<file path="src/pcrc_cfg.svh">
// Register map, field positions and reset values of the CRC engine
// Notes on behaviour
// Polynomial of any length up to 32 bits
// Data width and polynomial length set independently
// MSB first by default, LSB first when selected
// Bit order affects input only, result stays normal
// Select 0: interrupt when word count goes 1 to 0
// Select 1: interrupt when hardware clears go
// Software clearing go raises no interrupt
// Software enables module before using it
// Software writes polynomial terms and length
// Software sets width, order, interrupt select first
// Full flag set; software preloads until full
// Zeroed result restarts, kept result resumes
// Setting go starts shifting FIFO data
// Software refills FIFO while calculation runs
// Hardware clears go when calculation completes
// Remainder shown in low and high result
// Input and result pairs are double-word buffers
// Feedback is data bit XOR remainder top bit
// Pop one word, shift width bits, count down
`ifndef PCRC_CFG_SVH
`define PCRC_CFG_SVH

`define PCRC_OFF_CON1  8'h00
`define PCRC_OFF_CON2  8'h04
`define PCRC_OFF_POLYL 8'h08
`define PCRC_OFF_POLYH 8'h0c
`define PCRC_OFF_DATL  8'h10
`define PCRC_OFF_DATH  8'h14
`define PCRC_OFF_RESL  8'h18
`define PCRC_OFF_RESH  8'h1c
`define PCRC_OFF_STAT  8'h20
`define PCRC_OFF_MASK  8'h24

`define PCRC_C1_EN     15
`define PCRC_C1_CNT    12:8
`define PCRC_C1_FULL   7
`define PCRC_C1_EMPTY  6
`define PCRC_C1_GO     4
`define PCRC_C1_LSB    3
`define PCRC_C1_ISEL   1
`define PCRC_C2_DW     12:8
`define PCRC_C2_PL     4:0
`define PCRC_HALF      15:0

`define PCRC_S_CRC     0
`define PCRC_S_OVF     1

`define PCRC_DW_RST    5'h1f
`define PCRC_PL_RST    5'h1f
`define PCRC_IDX_LOW   5'h00
`define PCRC_MASK_SEED 32'hffff_fffe
`define PCRC_WORD_ZERO 32'h0000_0000

`endif

</file>
<file path="src/pcrc_pkg.sv">
// Types shared by the CRC engine modules
package pcrc_pkg;
  typedef logic [31:0] pcrc_word_t;
  typedef logic [4:0]  pcrc_len_t;
  typedef enum logic {
    ENG_IDLE  = 1'b0,
    ENG_SHIFT = 1'b1
  } pcrc_eng_e;
endpackage : pcrc_pkg

</file>
<file path="src/pcrc_fifo_if.sv">
// Push and pop signals between the CRC core and its data FIFO
interface pcrc_fifo_if #(parameter int CW = 5);
  logic                 push;
  pcrc_pkg::pcrc_word_t pushData;
  logic                 pop;
  pcrc_pkg::pcrc_word_t popData;
  logic                 full;
  logic                 empty;
  logic [CW-1:0]        count;
  modport filler (output push, pushData, pop,
                  input popData, full, empty, count);
  modport store  (input push, pushData, pop,
                  output popData, full, empty, count);
endinterface : pcrc_fifo_if

</file>
<file path="src/pcrc_top.sv">
// Programmable CRC engine with AHB-Lite register slave
`include "pcrc_cfg.svh"
module pcrc_top #(
  parameter int DEPTH = 16,  // FIFO words, power of two
  parameter int CW    = 5    // Word count width
) (
  input  wire logic                  core_clk,   // 10 MHz clock
  input  wire logic                  rst,        // Async reset
  input  wire logic                  hsel,       // Slave select
  input  wire logic [31:0]           haddr,      // Byte address
  input  wire logic [1:0]            htrans,     // Transfer type
  input  wire logic                  hwrite,     // Write not read
  input  wire logic [2:0]            hsize,      // Word only
  input  wire pcrc_pkg::pcrc_word_t  hwdata,     // Write data
  input  wire logic                  hready,     // Bus ready
  output logic                       hreadyout,  // Slave ready
  output pcrc_pkg::pcrc_word_t       hrdata,     // Read data
  output logic                       hresp,      // Always OKAY
  output logic                       irq         // Level interrupt
);
  import pcrc_pkg::*;

  pcrc_fifo_if #(.CW(CW)) fif ();

  // Control and configuration state
  logic          moduleEnableBit;
  logic          calcGo;
  logic          lsbFirstSelect;
  logic          irqConditionSelect;
  pcrc_len_t     dataWordWidth;
  pcrc_len_t     polyLength;
  logic [15:0]   polyTermsLow;
  logic [15:0]   polyTermsHigh;
  logic [15:0]   dataInLow;
  logic [15:0]   dataInHigh;
  pcrc_word_t    result;
  logic [1:0]    stat;
  logic [1:0]    mask;

  // Bus pipeline state
  logic          apWr;
  logic          rdPend;
  logic [7:0]    apAddr;
  logic          addrPhase;

  // Engine state
  pcrc_eng_e     state;
  pcrc_word_t    word;
  pcrc_len_t     bitIdx;
  logic [CW-1:0] cntPrev;

  // Combinational nets
  logic          wrCon1;
  logic          wrCon2;
  logic          wrPolyL;
  logic          wrPolyH;
  logic          wrDatL;
  logic          wrDatH;
  logic          wrResL;
  logic          wrResH;
  logic          wrStat;
  logic          wrMask;
  logic          canPop;
  logic          finish;
  logic          lastBit;
  logic          dataBit;
  logic          cntZeroEv;
  logic          crcEv;
  logic          ovfEv;
  logic [1:0]    next_stat;
  logic          next_go;
  pcrc_len_t     startIdx;
  pcrc_word_t    resNext;
  pcrc_word_t    con1Rd;
  pcrc_word_t    rdMux;

  // Address phase taken only while the bus is ready
  assign addrPhase = hsel & htrans[1] & hready;

  // Write strobes land in the data phase with hwdata valid
  assign wrCon1  = apWr & (apAddr == `PCRC_OFF_CON1);
  assign wrCon2  = apWr & (apAddr == `PCRC_OFF_CON2);
  assign wrPolyL = apWr & (apAddr == `PCRC_OFF_POLYL);
  assign wrPolyH = apWr & (apAddr == `PCRC_OFF_POLYH);
  assign wrDatL  = apWr & (apAddr == `PCRC_OFF_DATL);
  assign wrDatH  = apWr & (apAddr == `PCRC_OFF_DATH);
  assign wrResL  = apWr & (apAddr == `PCRC_OFF_RESL);
  assign wrResH  = apWr & (apAddr == `PCRC_OFF_RESH);
  assign wrStat  = apWr & (apAddr == `PCRC_OFF_STAT);
  assign wrMask  = apWr & (apAddr == `PCRC_OFF_MASK);

  // Bus phase tracking; reads get one wait state so that a
  // write just before them is already visible
  always_ff @(posedge core_clk or posedge rst) begin
    if (rst) begin
      apWr      <= 1'b0;
      rdPend    <= 1'b0;
      apAddr    <= '0;
      hreadyout <= 1'b1;
      hresp     <= 1'b0;
    end else begin
      apWr      <= addrPhase & hwrite;
      rdPend    <= addrPhase & ~hwrite;
      apAddr    <= addrPhase ? haddr[7:0] : apAddr;
      hreadyout <= ~(addrPhase & ~hwrite);
      hresp     <= 1'b0;
    end
  end

  // Control register one readback with live FIFO status
  always_comb begin
    con1Rd                = `PCRC_WORD_ZERO;
    con1Rd[`PCRC_C1_EN]   = moduleEnableBit;
    con1Rd[`PCRC_C1_CNT]  = 5'(fif.count);
    con1Rd[`PCRC_C1_FULL] = fif.full;
    con1Rd[`PCRC_C1_EMPTY]= fif.empty;
    con1Rd[`PCRC_C1_GO]   = calcGo;
    con1Rd[`PCRC_C1_LSB]  = lsbFirstSelect;
    con1Rd[`PCRC_C1_ISEL] = irqConditionSelect;
  end

  // Read mux; unmapped addresses read as zero
  assign rdMux =
    (apAddr == `PCRC_OFF_CON1)  ? con1Rd :
    (apAddr == `PCRC_OFF_CON2)  ? {19'h0, dataWordWidth, 3'h0, polyLength} :
    (apAddr == `PCRC_OFF_POLYL) ? {16'h0, polyTermsLow} :
    (apAddr == `PCRC_OFF_POLYH) ? {16'h0, polyTermsHigh} :
    (apAddr == `PCRC_OFF_DATL)  ? {16'h0, dataInLow} :
    (apAddr == `PCRC_OFF_DATH)  ? {16'h0, dataInHigh} :
    (apAddr == `PCRC_OFF_RESL)  ? {16'h0, result[`PCRC_HALF]} :
    (apAddr == `PCRC_OFF_RESH)  ? {16'h0, result[31:16]} :
    (apAddr == `PCRC_OFF_STAT)  ? {30'h0, stat} :
    (apAddr == `PCRC_OFF_MASK)  ? {30'h0, mask} : `PCRC_WORD_ZERO;

  // Read data is captured in the wait state
  always_ff @(posedge core_clk or posedge rst) begin
    if (rst) begin
      hrdata <= `PCRC_WORD_ZERO;
    end else if (rdPend) begin
      hrdata <= rdMux;
    end
  end

  // Engine decisions; a disabled module neither pops nor finishes
  assign startIdx = lsbFirstSelect ? `PCRC_IDX_LOW : dataWordWidth;
  assign lastBit  = lsbFirstSelect ? (bitIdx == dataWordWidth)
                                   : (bitIdx == `PCRC_IDX_LOW);
  assign dataBit  = word[bitIdx];
  assign canPop   = moduleEnableBit & calcGo & (state == ENG_IDLE)
                    & ~fif.empty;
  assign finish   = moduleEnableBit & calcGo & (state == ENG_IDLE)
                    & fif.empty;

  // FIFO side: the high half write pushes the whole double word
  assign fif.push     = wrDatH & moduleEnableBit;
  assign fif.pushData = {hwdata[`PCRC_HALF], dataInLow};
  assign fif.pop      = canPop;
  assign ovfEv        = wrDatH & moduleEnableBit & fif.full;

  pcrc_fifo #(
    .DEPTH (DEPTH),
    .CW    (CW)
  ) i_pcrc_fifo (
    .core_clk (core_clk),
    .rst      (rst),
    .flush    (~moduleEnableBit),
    .f        (fif)
  );

  pcrc_step i_pcrc_step (
    .rem  (result),
    .poly ({polyTermsHigh, polyTermsLow}),
    .poly_length (polyLength),
    .din  (dataBit),
    .nxt  (resNext)
  );

  // Interrupt events; select 1 counts finish, even when a control one write in that cycle overrides the go clear; select 0 the count going 1 to 0
  assign cntZeroEv = moduleEnableBit & (cntPrev == CW'(1))
                     & (fif.count == '0);
  assign crcEv     = irqConditionSelect ? finish : cntZeroEv;
  assign next_stat = (stat & ~(wrStat ? hwdata[1:0] : 2'h0))
                     | {ovfEv, crcEv};

  // Software set of go wins over the hardware clear
  assign next_go = wrCon1 ? hwdata[`PCRC_C1_GO] : (calcGo & ~finish);

  // Control register one and status flags
  always_ff @(posedge core_clk or posedge rst) begin
    if (rst) begin
      moduleEnableBit    <= 1'b0;
      calcGo             <= 1'b0;
      lsbFirstSelect     <= 1'b0;
      irqConditionSelect <= 1'b0;
      stat               <= '0;
      mask               <= '0;
      irq                <= 1'b0;
      cntPrev            <= '0;
    end else begin
      if (wrCon1) begin
        moduleEnableBit    <= hwdata[`PCRC_C1_EN];
        lsbFirstSelect     <= hwdata[`PCRC_C1_LSB];
        irqConditionSelect <= hwdata[`PCRC_C1_ISEL];
      end
      calcGo  <= next_go;
      stat    <= next_stat;
      mask    <= wrMask ? hwdata[1:0] : mask;
      irq     <= |(stat & mask);
      cntPrev <= fif.count;
    end
  end

  // Configuration and input holding registers
  always_ff @(posedge core_clk or posedge rst) begin
    if (rst) begin
      dataWordWidth <= `PCRC_DW_RST;
      polyLength    <= `PCRC_PL_RST;
      polyTermsLow  <= '0;
      polyTermsHigh <= '0;
      dataInLow     <= '0;
      dataInHigh    <= '0;
    end else begin
      if (wrCon2) begin
        dataWordWidth <= hwdata[`PCRC_C2_DW];
        polyLength    <= hwdata[`PCRC_C2_PL];
      end
      if (wrPolyL) polyTermsLow  <= hwdata[`PCRC_HALF];
      if (wrPolyH) polyTermsHigh <= hwdata[`PCRC_HALF];
      if (wrDatL)  dataInLow     <= hwdata[`PCRC_HALF];
      if (wrDatH)  dataInHigh    <= hwdata[`PCRC_HALF];
    end
  end

  // Result pair: the engine owns it while shifting, software
  // may load it when idle to clear or resume a remainder
  always_ff @(posedge core_clk or posedge rst) begin
    if (rst) begin
      result <= `PCRC_WORD_ZERO;
    end else if (state == ENG_SHIFT) begin
      result <= resNext;
    end else begin
      if (wrResL) result[`PCRC_HALF] <= hwdata[`PCRC_HALF];
      if (wrResH) result[31:16]      <= hwdata[`PCRC_HALF];
    end
  end

  // Shift engine: one word at a time, dataWordWidth+1 bits per word
  always_ff @(posedge core_clk or posedge rst) begin
    if (rst) begin
      state  <= ENG_IDLE;
      word   <= `PCRC_WORD_ZERO;
      bitIdx <= '0;
    end else if (!moduleEnableBit) begin
      state  <= ENG_IDLE;
    end else begin
      case (state)
        ENG_IDLE: begin
          if (canPop) begin
            word   <= fif.popData;
            bitIdx <= startIdx;
            state  <= ENG_SHIFT;
          end
        end
        ENG_SHIFT: begin
          bitIdx <= lsbFirstSelect ? bitIdx + 5'h01 : bitIdx - 5'h01;
          if (lastBit) begin
            state <= ENG_IDLE;
          end
        end
        default: begin
          state <= ENG_IDLE;
        end
      endcase
    end
  end
endmodule : pcrc_top

</file>
<file path="src/pcrc_fifo.sv">
// Data FIFO holding input words for the shift engine
module pcrc_fifo #(
  parameter int DEPTH = 16,   // Power of two
  parameter int CW    = 5
) (
  input wire logic   core_clk,  // Clock
  input wire logic   rst,       // Async reset
  input wire logic   flush,     // Drop all words
  pcrc_fifo_if.store f          // Push and pop side
);
  import pcrc_pkg::*;
  localparam int PW = $clog2(DEPTH);

  pcrc_word_t    mem [DEPTH];
  logic [PW-1:0] wrPtr;
  logic [PW-1:0] rdPtr;
  logic [CW-1:0] count;
  logic          doPush;
  logic          doPop;

  // Push is refused when full, pop when empty
  assign doPush    = f.push & ~f.full;
  assign doPop     = f.pop & ~f.empty;
  assign f.full    = (count == CW'(DEPTH));
  assign f.empty   = (count == '0);
  assign f.count   = count;
  assign f.popData = mem[rdPtr];

  // Storage has no reset; only the pointers matter
  always_ff @(posedge core_clk) begin
    if (doPush) begin
      mem[wrPtr] <= f.pushData;
    end
  end

  // Pointers and valid-word count
  always_ff @(posedge core_clk or posedge rst) begin
    if (rst) begin
      wrPtr <= '0;
      rdPtr <= '0;
      count <= '0;
    end else if (flush) begin
      wrPtr <= '0;
      rdPtr <= '0;
      count <= '0;
    end else begin
      wrPtr <= wrPtr + PW'(doPush);
      rdPtr <= rdPtr + PW'(doPop);
      count <= count + CW'(doPush) - CW'(doPop);
    end
  end
endmodule : pcrc_fifo

</file>
<file path="src/pcrc_step.sv">
// One-bit step of the programmable CRC shift engine
`include "pcrc_cfg.svh"
module pcrc_step (
  input  wire logic [31:0] rem,   // Current remainder
  input  wire logic [31:0] poly,  // Polynomial terms
  input  wire logic [4:0]  poly_length,  // Length minus one
  input  wire logic        din,   // Data bit in
  output logic      [31:0] nxt    // Next remainder
);
  logic [31:0] lenMask;
  logic [31:0] shifted;
  logic        fb;

  // Bits above the programmed length stay zero
  assign lenMask = ~(`PCRC_MASK_SEED << poly_length);
  assign fb      = din ^ rem[poly_length];
  assign shifted = (rem << 1) & lenMask;
  assign nxt     = fb ? (shifted ^ (poly & lenMask)) : shifted;
endmodule : pcrc_step

</file>
<file path="config.mk">
export PLATFORM = sky130hd
export DESIGN_NAME = pcrc_top
export DESIGN_NICKNAME = d
export VERILOG_FILES = /design/src/pcrc_pkg.sv /design/src/pcrc_fifo_if.sv /design/src/pcrc_top.sv /design/src/pcrc_fifo.sv /design/src/pcrc_step.sv
export VERILOG_INCLUDE_DIRS = /design/src
export SDC_FILE = /design/constraint.sdc
export NUM_CORES = 1
export LEC_CHECK = 0
export BUFFER_PORTS_ARGS = -buffer_cell sky130_fd_sc_hd__buf_2
export CELL_PAD_IN_SITES_DETAIL_PLACEMENT = 1
export CELL_PAD_IN_SITES_GLOBAL_PLACEMENT = 2
export CORE_ASPECT_RATIO = 0.6
export CORE_UTILIZATION = 45
export CTS_BUF_LIST = sky130_fd_sc_hd__clkbuf_4
export DETAILED_ROUTE_END_ITERATION = 6
export GPL_TIMING_DRIVEN = 0
export PLACE_DENSITY = 0.88
export SETUP_SLACK_MARGIN = 0.05
export SLEW_MARGIN = 15
export SYNTH_ARGS = -nofsm -noshare
export SYNTH_HDL_FRONTEND = slang
export SYNTH_SLANG_ARGS = --single-unit
</file>
<file path="constraint.sdc">
create_clock -name core_clk -period 6.4 [get_ports core_clk]
set_input_delay 0.32 -clock core_clk [delete_from_list [all_inputs] [get_ports core_clk]]
set_output_delay 0.32 -clock core_clk [all_outputs]
set_load 0.01 [all_outputs]
</file>
### Yosys cells after proc, flatten, opt, wreduce, memory -nomap -nowiden

Memory sizes are Yosys's and may differ from the RTL's. A register that Yosys moved wholly into a read port is not among the register bits.
Index checks and enable logic that the tools add are counted.

| cells by class | value |
|---|---|
| $add $sub $neg | 6 |
| $lt $le $gt $ge | 2 |
| equal/unequal tests | 13 |
| shift operators | 1 |
| muxes and demuxes | 35 |
| bitwise operators | 40 |
| reduce and logical (&&, ||, !) cells | 8 |

Operators by type and width:

| kind | count |
|---|---|
| $mux W16 | 10 |
| $and A32 B32 Y32 | 2 |
| $mux W32 | 2 |
| $eq A8 B5 Y1 const B | 4 |
| $not A32 Y32 | 1 |
| $shl A32 B5 Y32 const A | 1 |
| $xor A32 B32 Y32 | 1 |
| $and A1 B1 Y1 | 25 |
| $mux W5 | 4 |
| $eq A8 B4 Y1 const B | 2 |
| $eq A8 B6 Y1 const B | 2 |
| $lt A5 B6 Y1 const B | 2 |
| $bmux W1 S5 | 2 |
| $logic_not A5 Y1 | 2 |
| $mux W1 | 10 |
| $pmux W5 S2 | 1 |
| $add A4 B1 Y4 | 2 |
| $eq A8 B3 Y1 const B | 1 |
| $logic_not A8 Y1 | 1 |
| $mux W4 | 2 |
| $mux W2 | 3 |
| $not A1 Y1 | 6 |
| $add A5 B1 Y5 | 1 |
| $add A5 B1 Y5 const B | 1 |
| other kinds (15) | 17 |

| storage, ports and cells | value |
|---|---|
| register bits after elaboration | 182 |
| RAM bits | 512 |
| bits of input ports | 74 |
| output and inout port bits | 35 |
| word-level logic and storage cells | 132 |
| memories kept | 1 |

Memory list:

| memory | depth | bits a word | rd ports | clocked after Yosys merged registers in | write ports | line | RTL |
|---|---|---|---|---|---|---|---|
| i_pcrc_fifo.mem | 16 | 32 | 1 | 1 | 1 | pcrc_fifo.sv:14 | `pcrc_word_t mem [DEPTH];` |

### Logic depth before layout (Yosys ltp)

Gate-level depths: netlist of run 1.

| depth | value |
|---|---|
| depth after elaboration | 11 |
| mapped depth | 16 |
| depth with buffers taken out | 15 |

### By module

Synthesis of run 1 repeated with hierarchy kept, for this count alone.

| unflattened totals | value |
|---|---|
| cells, all modules | 1913 |
| area, all modules | 30605.6 um2 |

Modules (own cells, without submodules):

| module | times used | cells an instance | area an instance (um2) | seq. area each (um2) |
|---|---|---|---|---|
| pcrc_fifo | 1 | 878 | 19942.9 | 15700.1 |
| pcrc_top | 1 | 802 | 9207.6 | 4643.2 |
| pcrc_step | 1 | 233 | 1455.1 | 0.0 |

### Worst setup path after synthesis of run 1

No wires, ideal clock.

| path | value |
|---|---|
| kind | flip-flop to flip-flop |
| start | register apAddr[5] |
| end | memory i_pcrc_fifo.mem[0][0] in the netlist's numbering, enable pin |
| library setup time | 461 ps |
| arrival | 4323 ps |
| required time | 5939 ps |
| path slack | 1616 ps |
| stages on the path, launching flop included | 7 |
| buffers on the path | 0 |
| period minus slack after synthesis | 4784 ps |
| cells stage by stage | dfrtp_1 -> or4b_4 -> nor3_4 -> nand2_1 -> nor2_1 -> or3b_1 -> nor3_1 |

| between the ends | value |
|---|---|
| cells in the longest elaborated chain, start to end | 6 |

RTL lines:

| element | line | RTL |
|---|---|---|
| start: declaration | pcrc_top.sv:43 | `logic [7:0] apAddr;` |
| start signal: assignment | pcrc_top.sv:104 | `apAddr <= addrPhase ? haddr[7:0] : apAddr;` |
| $eq A8 B5 Y1 (no line) | n/a |  |
| $and A1 B1 Y1 | pcrc_top.sv:86 | `` assign wrDatH = apWr & (apAddr == `PCRC_OFF_DATH); `` |
| $and A1 B1 Y1 | pcrc_top.sv:155 | `assign fif.push = wrDatH & moduleEnableBit;` |
| $and A1 B1 Y1 | pcrc_fifo.sv:22 | `assign doPush = f.push & ~f.full;` |
| $mux W1 | pcrc_fifo.sv:31 | `if (doPush) begin` |
| $mux W1 (implied by the code) | pcrc_fifo.sv:32 | `mem[wrPtr] <= f.pushData;` |
| end: declaration | pcrc_fifo.sv:14 |  |

Every way passes these cells.

### Worst setup path after layout of run 1

| path | value |
|---|---|
| start | register i_pcrc_fifo.count[3], in the netlist i_pcrc_fifo.f.count[3] |
| end | register i_pcrc_fifo.count[4], in the netlist i_pcrc_fifo.f.count[4] |

| between the ends | value |
|---|---|
| cells in the longest elaborated chain, start to end | 6 |
| elaborated cells on any way between the ends | 10 |
| classes of those cells | add/sub: 2; eq/ne: 1; mux: 1; bitwise: 5; reduce/logical: 1 |

RTL lines:

| element | line | RTL |
|---|---|---|
| start: declaration | pcrc_fifo.sv:17 | `logic [CW-1:0] count;` |
| start signal: assignment | pcrc_fifo.sv:49 | `count <= count + CW'(doPush) - CW'(doPop);` |
| $eq A5 B5 Y1 or $logic_not A5 Y1 (tied branches) | pcrc_fifo.sv:24, pcrc_fifo.sv:25 |  |
| $not A1 Y1, on equally long branches | pcrc_fifo.sv:22, pcrc_top.sv:150, pcrc_fifo.sv:23 |  |
| $and A1 B1 Y1, on equally long branches | pcrc_fifo.sv:22, pcrc_top.sv:150 |  |
| $add A5 B1 Y5 or $and A1 B1 Y1 (tied branches) | pcrc_fifo.sv:49, pcrc_fifo.sv:23 |  |
| $sub A5 B1 Y5 * | pcrc_fifo.sv:49 |  |
| $mux W5 * | pcrc_fifo.sv:42 | `end else if (flush) begin` |

Every way passes the cells marked *; elsewhere a longest branch is shown, timed or not.
A chain may end at the register's enable or synchronous reset.

==> results.md, run 1 <==
* Core Rows at 73
* Worst path slowest cell: nor4b_1
* Via density at ~6.3
* Fmax at 232 MHz
* Clock skew at between 70 and 80 ps
* Crit. End Element: register
* Outcome: completed
* DPL Wire Length at between 70 and 80 mm
* Final setup fails at 0
* I/O Buffers at 47
* Die area at between 0.06 and 0.07 sq mm
* Startpoint Class: register
* Crit share post-route at 0.672
* GRT Total Usage at 0.314
* Cell count after placement at about 3,000
* Wire per inst at ~32 um
* Synth area leader: edfxtp_1
* Ys async rst share at 0.279
* Postcts setup bufs at 0
* Fin area at about 0.035 sq mm
* Net switching power at roughly 0.0024 W
* CTS Buffer Depth at 3
* Seq/Total Area, Yosys at 0.672
* Die height at 203 um
* Core area at approximately 0.066 sq mm
* Initial DRC Count at 2,886
* Drt pass-1 iters at 6
* Crit Path Max Fanout at 10
* H-tree levels at 4
* Grt ovf at 0
* TritonCTS Buffers at 167
* Detail Route Antenna Nets at 0
* Count of mapped cells out of synthesis at 1,973
* CTS resizes at 0
* Synth cell count leaders: edfxtp_1 (512), dfrtp_1 (187), nand2_1 (149)
* CTS tree: built
* CTS Hold Buffers Added at 29
* Power Dens Cells at about 270 mW/mm^2
* IO Pins at 109
* Worst EP required at between 7000 and 8000 ps
* Final Hold Vio Count at 0
* Max IR drop VDD at between 0.15 and 0.2 mV
* CP max stage delay at 690 ps
* Leakage at between 10 and 15 nW
* Min-delay worst type: in -> reg
* Post-DP Area at roughly 0.032 sq mm
* Reg clk slew, reported paths at 60 ps
* RSZ-0062 raised after global routing: false
* Max-slew headroom at 0.221
* Cell mode on critical path: inv_1
* Number of max-cap violations at 0
* FF+latch count, synth at 710
* Nets at approximately 2,400
* Vias in the first global route at around 21,000
* Net Sw Frac at 0.255
* Synth top area share at 0.508
* Pint at roughly 0.007 W
* Initial antenna violation count at 6
* DR vias at 20,700
* Top cells by area, synth: edfxtp_1 (51%), dfrtp_1 (15%), mux4_2 (8.7%), mux2_2 (3.9%), mux2i_1 (2.5%)
* Total wire length at approximately 110 mm
* Slew Viols, Final at 0
* Fin crit period at approximately 4300 ps
* Data arrival time of the worst path at 5140 ps
* WS Path Type: reg -> reg
* Reg power frac at 0.538
* Count leader, synth: edfxtp_1
* CTS Sinks at 710
* Largest net degree at the start of global routing at 83
* Fraction of layout cells with a size suffix above 1 at 0.274
* Area Overhead vs Synth at 15.6%
* Clk root buf: clkbuf_4
* Sum of negative setup slack at 0 ps
* Gate power share at 0.060
* First-pass GRT wire length at between 100 and 150 mm
* Worst-margin pin slew at between 1000 and 1500 ps
* Cells along the critical path: inv_1, ha_1, nor4b_1, nand2b_1, clkbuf_1, inv_1, ha_1, inv_1, ha_1, inv_1, fa_1, inv_1, a21oi_1, nor2_1, or3_1, and3_1
* Fillers at between 6,000 and 7,000
* Worst-Skew Late Latency at 1000 ps
* Initial Util at 0.456
* GPL Wtd Cong at around 0.95
* DR DRC count at 0
* Yosys Warn Count at 0
* Die X at about 340 um
* Layout Cells excl Fill at 3,316
* Netlist Area Pre-Place at 0.0303 sq mm
* Post-synth EDFFs at about 510
* Synth cell types at 69
* Clock share of power at 0.402
* Ys flop type: edfxtp_1
* Mean area per synthesized cell at roughly 15 sq um
## sequential cells by signal, indices dropped and copies added, names as in the netlist, 5 cells and up
| name | cells |
|---|---|
| result | 32 |
| word | 32 |
| apAddr | 8 |
| bitIdx | 5 |
| dataWordWidth | 5 |
| i_pcrc_fifo.f.count | 5 |
| polyLength | 5 |
| hrdata | 16 |
| i_pcrc_fifo.mem | 512 |
| dataInHigh | 16 |
| dataInLow | 16 |
| cntPrev | 5 |
| polyTermsLow | 16 |
| polyTermsHigh | 16 |
## final timing paths
kind                                                         end  slack (ps)                             start  cells after the start
worst max-delay path            i_pcrc_fifo.f.count[4]$_DFF_PP0_        2100  i_pcrc_fifo.f.count[3]$_DFF_PP0_                     16
worst min-delay path                         hreadyout$_DFF_PP1_         110                            hready                      3
worst max register to register  i_pcrc_fifo.f.count[4]$_DFF_PP0_        2100  i_pcrc_fifo.f.count[3]$_DFF_PP0_                     16
worst min register to register              cntPrev[0]$_DFF_PP0_         460  i_pcrc_fifo.f.count[0]$_DFF_PP0_                      0
max in group asynchronous                   word[15]$_DFFE_PP0P_        4700                               rst                      6
min in group asynchronous                 result[28]$_DFFE_PP0P_         520                               rst                      4
## cell type report
| type | instances | area, sq um | share of cell area |
|---|---|---|---|
| plain buffers | 135 | 617 | 0.0176 |
| multi-input cells | 1096 | 9300 | 0.266 |
| clock inverters | 47 | 244 | 0.00697 |
| flip-flops and latches | 710 | 20300 | 0.581 |
| repair buffers | 117 | 1200 | 0.0344 |
| diodes | 2 | 5.00 | 0.000143 |
| inverters | 48 | 188 | 0.00536 |
| clock buffers | 261 | 1960 | 0.0560 |
| well taps | 900 | 1130 | 0.0322 |
## critical path, delay by kind of cell (launching register included)
family                     cells  cell delay (ps)
AOI/OAI and AO/OA              1              140
DFF                            1              450
buffers and inverters          6             1160
and+or+nand+nor                5             1490
adders and majority gates      4              950
## cells by family (layout without fill, tap and decap cells)
logic type                 count (synthesis)  in the layout  synth area share
DFF                                      710            710             0.672
xor gates and xnor gates                  16             16           0.00488
and+or+nand+nor                          404            404            0.0659
adders and majority gates                 15             15           0.00670
muxes                                    299            299             0.152
other                                      1             19          0.000124
AOI/OAI and AO/OA                        345            345            0.0725
buffers and inverters                    183            608            0.0261
## stage by stage
stage / setup slack [ps] / hold slack [ps] / util / total power (W)
after floorplan: 701 / 395 / - / 0.00549
after global placement: -1950 / 437 / 0.478 / 0.00576
after detailed placement: 2110 / 346 / 0.490 / 0.00579
after CTS: 2080 / 12.8 / 0.527 / 0.00961
after global routing: 1790 / 106 / 0.528 / 0.00988
final: 2100 / 107 / 0.528 / 0.00960
## cells in the final DEF (no fill, tap or decap), types with 12 or more instances in the layout
master           n
buf_4           35
edfxtp_1       512
nand2_1        149
clkbuf_1        83
o21ai_0         98
clkinv_1        38
buf_2           62
clkbuf_4       261
a21oi_1         99
nor2_4          12
dfrtp_1        187
a31oi_1         16
buf_16          12
nor3_1          13
mux2i_1         76
dlygate4sd3_1   29
conb_1          17
nand3_1         50
inv_1           46
ha_1            13
nand3b_1        25
nor2_1          71
mux2_2         106
o221ai_1        66
mux4_2         117
## power by group through the flow
stage | clock network [W] | logic (W) | registers (W)
CTS | 0.00391 | 0.000552 | 0.00516
finish | 0.00386 | 0.000573 | 0.00517
global route | 0.00410 | 0.000603 | 0.00517
global placement | 0 | 0.000518 | 0.00524
floorplan | 0 | 0.000303 | 0.00519
detailed placement | 0 | 0.000535 | 0.00525
## metal layers
layer | vias up | wire [um] | global-route usage
met5 | - | 13 | 0
met4 | 2 | 2020 | 0.0862
met3 | 190 | 16400 | 0.145
met2 | 1381 | 42000 | 0.407
met1 | 10800 | 45300 | 0.467
li1 | 8389 | - | -
Note: power is estimated with default switching activity, not from simulation.
==> run 2, diff against run 1 <==
--- a/config.mk
+++ b/config.mk
@@ -6,15 +6,16 @@
 export SDC_FILE = /design/constraint.sdc
 export NUM_CORES = 1
 export LEC_CHECK = 0
+export ABC_AREA = 1
 export BUFFER_PORTS_ARGS = -buffer_cell sky130_fd_sc_hd__buf_2
 export CELL_PAD_IN_SITES_DETAIL_PLACEMENT = 1
 export CELL_PAD_IN_SITES_GLOBAL_PLACEMENT = 2
 export CORE_ASPECT_RATIO = 0.6
-export CORE_UTILIZATION = 45
+export CORE_UTILIZATION = 39
 export CTS_BUF_LIST = sky130_fd_sc_hd__clkbuf_4
 export DETAILED_ROUTE_END_ITERATION = 6
 export GPL_TIMING_DRIVEN = 0
-export PLACE_DENSITY = 0.88
+export PLACE_DENSITY = 0.89
 export SETUP_SLACK_MARGIN = 0.05
 export SLEW_MARGIN = 15
 export SYNTH_ARGS = -nofsm -noshare
==> constraint.sdc (replaced) <==
create_clock -name core_clk -period 3.45 [get_ports core_clk]
set_input_delay 0.1725 -clock core_clk [delete_from_list [all_inputs] [get_ports core_clk]]
set_output_delay 0.1725 -clock core_clk [all_outputs]
set_load 0.01 [all_outputs]
==> results.md, run 2 <==
* Outcome: completed (unchanged)
* Synth top area share at 0.501 (was 0.508)
* Clk root buf: clkbuf_4 (unchanged)
* Grt ovf at 0 (unchanged)
* I/O Buffers at 47 (unchanged)
* Synth cell types at 44 (was 69)
* Reg area at 0.0203 sq mm (unchanged)
* H-tree levels at 4 (unchanged)
* Area Overhead vs Synth at 17.4% (was 15.6%)
* DR DRC count at 0 (unchanged)
* Largest net degree at the start of global routing at 36 (was 83)
* Power Dens Cells at 471 mW/mm^2 (was 274 mW/mm^2)
* Initial antenna violation count at 4 (was 6)
* Max reg flops at 512 (unchanged)
* Clock skew at 88.2 ps (was 71.8 ps)
* Cell count after placement at 4,103 (was 2,977)
* Initial DRC Count at 3,697 (was 2,886)
* Slew Viols, Final at 0 (unchanged)
* Worst-Skew Late Latency at 1080 ps (was 1000 ps)
* Drt pass-1 iters at 5 (was 6)
* Total wire length at 123 mm (was 106 mm)
* Number of max-cap violations at 0 (unchanged)
* Die X at 364 um (was 337 um)
* Core area at 0.0777 sq mm (was 0.0663 sq mm)
* Ys flop type: edfxtp_1 (unchanged)
* Die area at 0.0799 sq mm (was 0.0683 sq mm)
* Min-delay worst type: in -> reg (unchanged)
* Final Hold Vio Count at 0 (unchanged)
* TritonCTS Buffers at 169 (was 167)
* Post-DP Area at 0.0330 sq mm (was 0.0325 sq mm)
* Fin area at 0.0360 sq mm (was 0.0350 sq mm)
* Max-slew headroom at 0.177 (was 0.221)
* CTS Sinks at 710 (unchanged)
* CTS tree: built (unchanged)
* DR vias at 26,100 (was 20,700)
* Fraction of layout cells with a size suffix above 1 at 0.145 (was 0.274)
* Yosys Warn Count at 0 (unchanged)
* Count of mapped cells out of synthesis at 2,961 (was 1,973)
* DPL Wire Length at 86.9 mm (was 75.4 mm)
* Max IR drop VDD at 0.320 mV (was 0.183 mV)
* Post-synth EDFFs at 512 (unchanged)
* Detail Route Antenna Nets at 0 (unchanged)
* Top cells by area, synth: edfxtp_1 (50%), dfrtp_1 (15%), o21ai_0 (7.0%), nand2_1 (6.1%), nor2_1 (6.1%) (was edfxtp_1 (51%), dfrtp_1 (15%), mux4_2 (8.7%), mux2_2 (3.9%), mux2i_1 (2.5%))
* Worst EP required at 4400 ps (was 7240 ps)
* Layout Cells excl Fill at 4,492 (was 3,316)
* Nets at 3,388 (was 2,364)
* Startpoint Class: register (unchanged)
* Vias in the first global route at 26,500 (was 21,400)
* Seq/Total Area, Yosys at 0.663 (was 0.672)
* RSZ-0062 raised after global routing: true (was false)
* Ys async rst share at 0.279 (unchanged)
* Via density at 5.80 (was 6.25)
* GRT Total Usage at 0.311 (was 0.314)
* Top flop regs: i_pcrc_fifo.mem (512), result (32), word (32) (unchanged)
* Mean area per synthesized cell at 10.4 sq um (was 15.3 sq um)
* Reg clk slew, reported paths at 70 ps (was 60 ps)
* Data arrival time of the worst path at 4370 ps (was 5140 ps)
* Die height at 219 um (was 203 um)
* Fillers at 8,765 (was 6,524)
* First-pass GRT wire length at 178 mm (was 150 mm)
* Fin crit period at 3420 ps (was 4300 ps)
* Crit Path Max Fanout at 11 (was 10)
* FF+latch count, synth at 710 (unchanged)
* Leakage at 15.2 nW (was 12.2 nW)
* Count leader, synth: edfxtp_1 (unchanged)
* Wire per inst at 27.4 um (was 31.9 um)
* Crit. End Element: register (unchanged)
* IO Pins at 109 (unchanged)
* Most flops, register: i_pcrc_fifo.mem (unchanged)
* Most common cell after layout, fill and taps aside: edfxtp_1 (unchanged)
* Worst slack, placed at -668 ps (was 2110 ps)
* Multi-input logic area at 0.00912 sq mm (was 0.00930 sq mm)
* Initial Util at 0.395 (was 0.456)
* Synth cell count leaders: edfxtp_1 (512), nand2_1 (501), nor2_1 (500) (was edfxtp_1 (512), dfrtp_1 (187), nand2_1 (149))
* Crit share post-route at 0.992 (was 0.672)
* WS Path Type: reg -> reg (unchanged)
* Core Rows at 79 (was 73)
* Most frequent cells in the layout: edfxtp_1 (512), nand2_1 (500), nor2_1 (483) (was edfxtp_1 (512), clkbuf_4 (261), dfrtp_1 (187))
* Final setup fails at 0 (unchanged)
* Worst-margin pin slew at 1220 ps (was 1170 ps)
* CTS Buffer Depth at 3 (unchanged)
* Sum of negative setup slack at 0 ps (unchanged)
* Total power of the final layout at 0.0170 W (was 0.00960 W)
* Fmax at 292 MHz (was 232 MHz)
* Synth area leader: edfxtp_1 (unchanged)
* Netlist Area Pre-Place at 0.0307 sq mm (was 0.0303 sq mm)
* Final WS setup at 29.1 ps (was 2100 ps)
* GPL Wtd Cong at 0.955 (was 0.954)
==> run 2: cell types whose count changed in the layout (fill, tap and decap cells not counted), sizes merged, moves of 106 or more <==
cell	delta
inv	+112
mux2	-106
mux4	-117
nand2	+355
nor2	+423
o21ai	+341
o22ai	+150
==> run 2: final cells by class <==
| cell class | instances | area share |
|---|---|---|
| Sequential cell | 710 | 0.565 |
| Multi-Input combinational cell | 1919 | 0.253 |
| Clock buffer | 258 | 0.0537 |
| Timing Repair Buffer | 151 | 0.0422 |
| Tap cell | 1053 | 0.0366 |
| Buffer | 186 | 0.0242 |
| Inverter | 162 | 0.0170 |
| Clock inverter | 46 | 0.00816 |
| Antenna cell | 7 | 0.000486 |
==> run 2: cells by family (layout without fill, tap and decap cells) <==
| group | Yosys count | count (layout) | share of synthesized area |
|---|---|---|---|
| AOI/OAI and AO/OA | 732 | 732 | 0.129 |
| xor gates and xnor gates | 38 | 38 | 0.0108 |
| adders and majority gates | 15 | 15 | 0.00660 |
| buffers and inverters | 348 | 803 | 0.0476 |
| DFF | 710 | 710 | 0.663 |
| other | 1 | 24 | 0.000122 |
| and+or+nand+nor | 1117 | 1117 | 0.143 |
==> run 2: worst paths after layout <==
kind | from | end | slack [ps] | depth (start not counted)
setup / recovery | state$_DFF_PP0_ | i_pcrc_fifo.f.count[4]$_DFF_PP0_ | 30 | 17
hold / removal | hwdata[15] | i_pcrc_fifo.mem[8][31]$_DFFE_PP_ | 90 | 2
setup reg to reg | state$_DFF_PP0_ | i_pcrc_fifo.f.count[4]$_DFF_PP0_ | 30 | 17
hold reg to reg | i_pcrc_fifo.f.count[0]$_DFF_PP0_ | cntPrev[0]$_DFF_PP0_ | 390 | 0
max in group asynchronous | rst | word[4]$_DFFE_PP0P_ | 1840 | 8
min in group asynchronous | rst | hrdata[11]$_DFFE_PP0P_ | 240 | 4
==> run 2: report_power, final <==
part | internal (W) | leakage [nW] | switching (W)
clock | 0.00365 | 1.33 | 0.00370
sequential | 0.00915 | 7.46 | 0.0000399
combinational | 0.000143 | 6.38 | 0.000313
==> run 2: per-stage QoR <==
| stage | hold WS [ps] | utilization |
|---|---|---|
| detailed placement | 221 | 0.425 |
| floorplan | 250 | - |
| global placement | 356 | 0.416 |
| finish | 86.4 | 0.464 |
| global route | 56.7 | 0.464 |
| CTS | 4.67 | 0.463 |
==> run 2: critical path: stages, from the launching register on <==
cell and delay (ps):
dfrtp_1 370, clkbuf_1 370, nor3_4 390, nand2_4 120
inv_1 110, clkbuf_4 220, buf_8 200, ha_1 250
inv_1 90, ha_1 190, inv_1 80, fa_1 390
inv_1 110, a21oi_1 90, nor2_1 120, nor2_1 60
xor2_1 120, nor2_1 50
==> run 2: timing repair <==
action                                  4_1_cts  5_1_grt
endpoints found under the hold margin       515        0
gates cloned                                  0        0
pin swaps                                    16        2
hold buffers                                 43        0
endpoints found under the setup margin      486      412
setup buffers                                32        3
resized for setup                            12       24
==> run 2: per-layer routing <==
metal / global-route usage / vias up / part of all wire
met1: 0.468 / 13200 / 0.44
met2: 0.424 / 1603 / 0.40
met4: 0.0951 / 0 / 0.025
li1: - / 11000 / -
met3: 0.0950 / 237 / 0.13
met5: 0 / - / 0
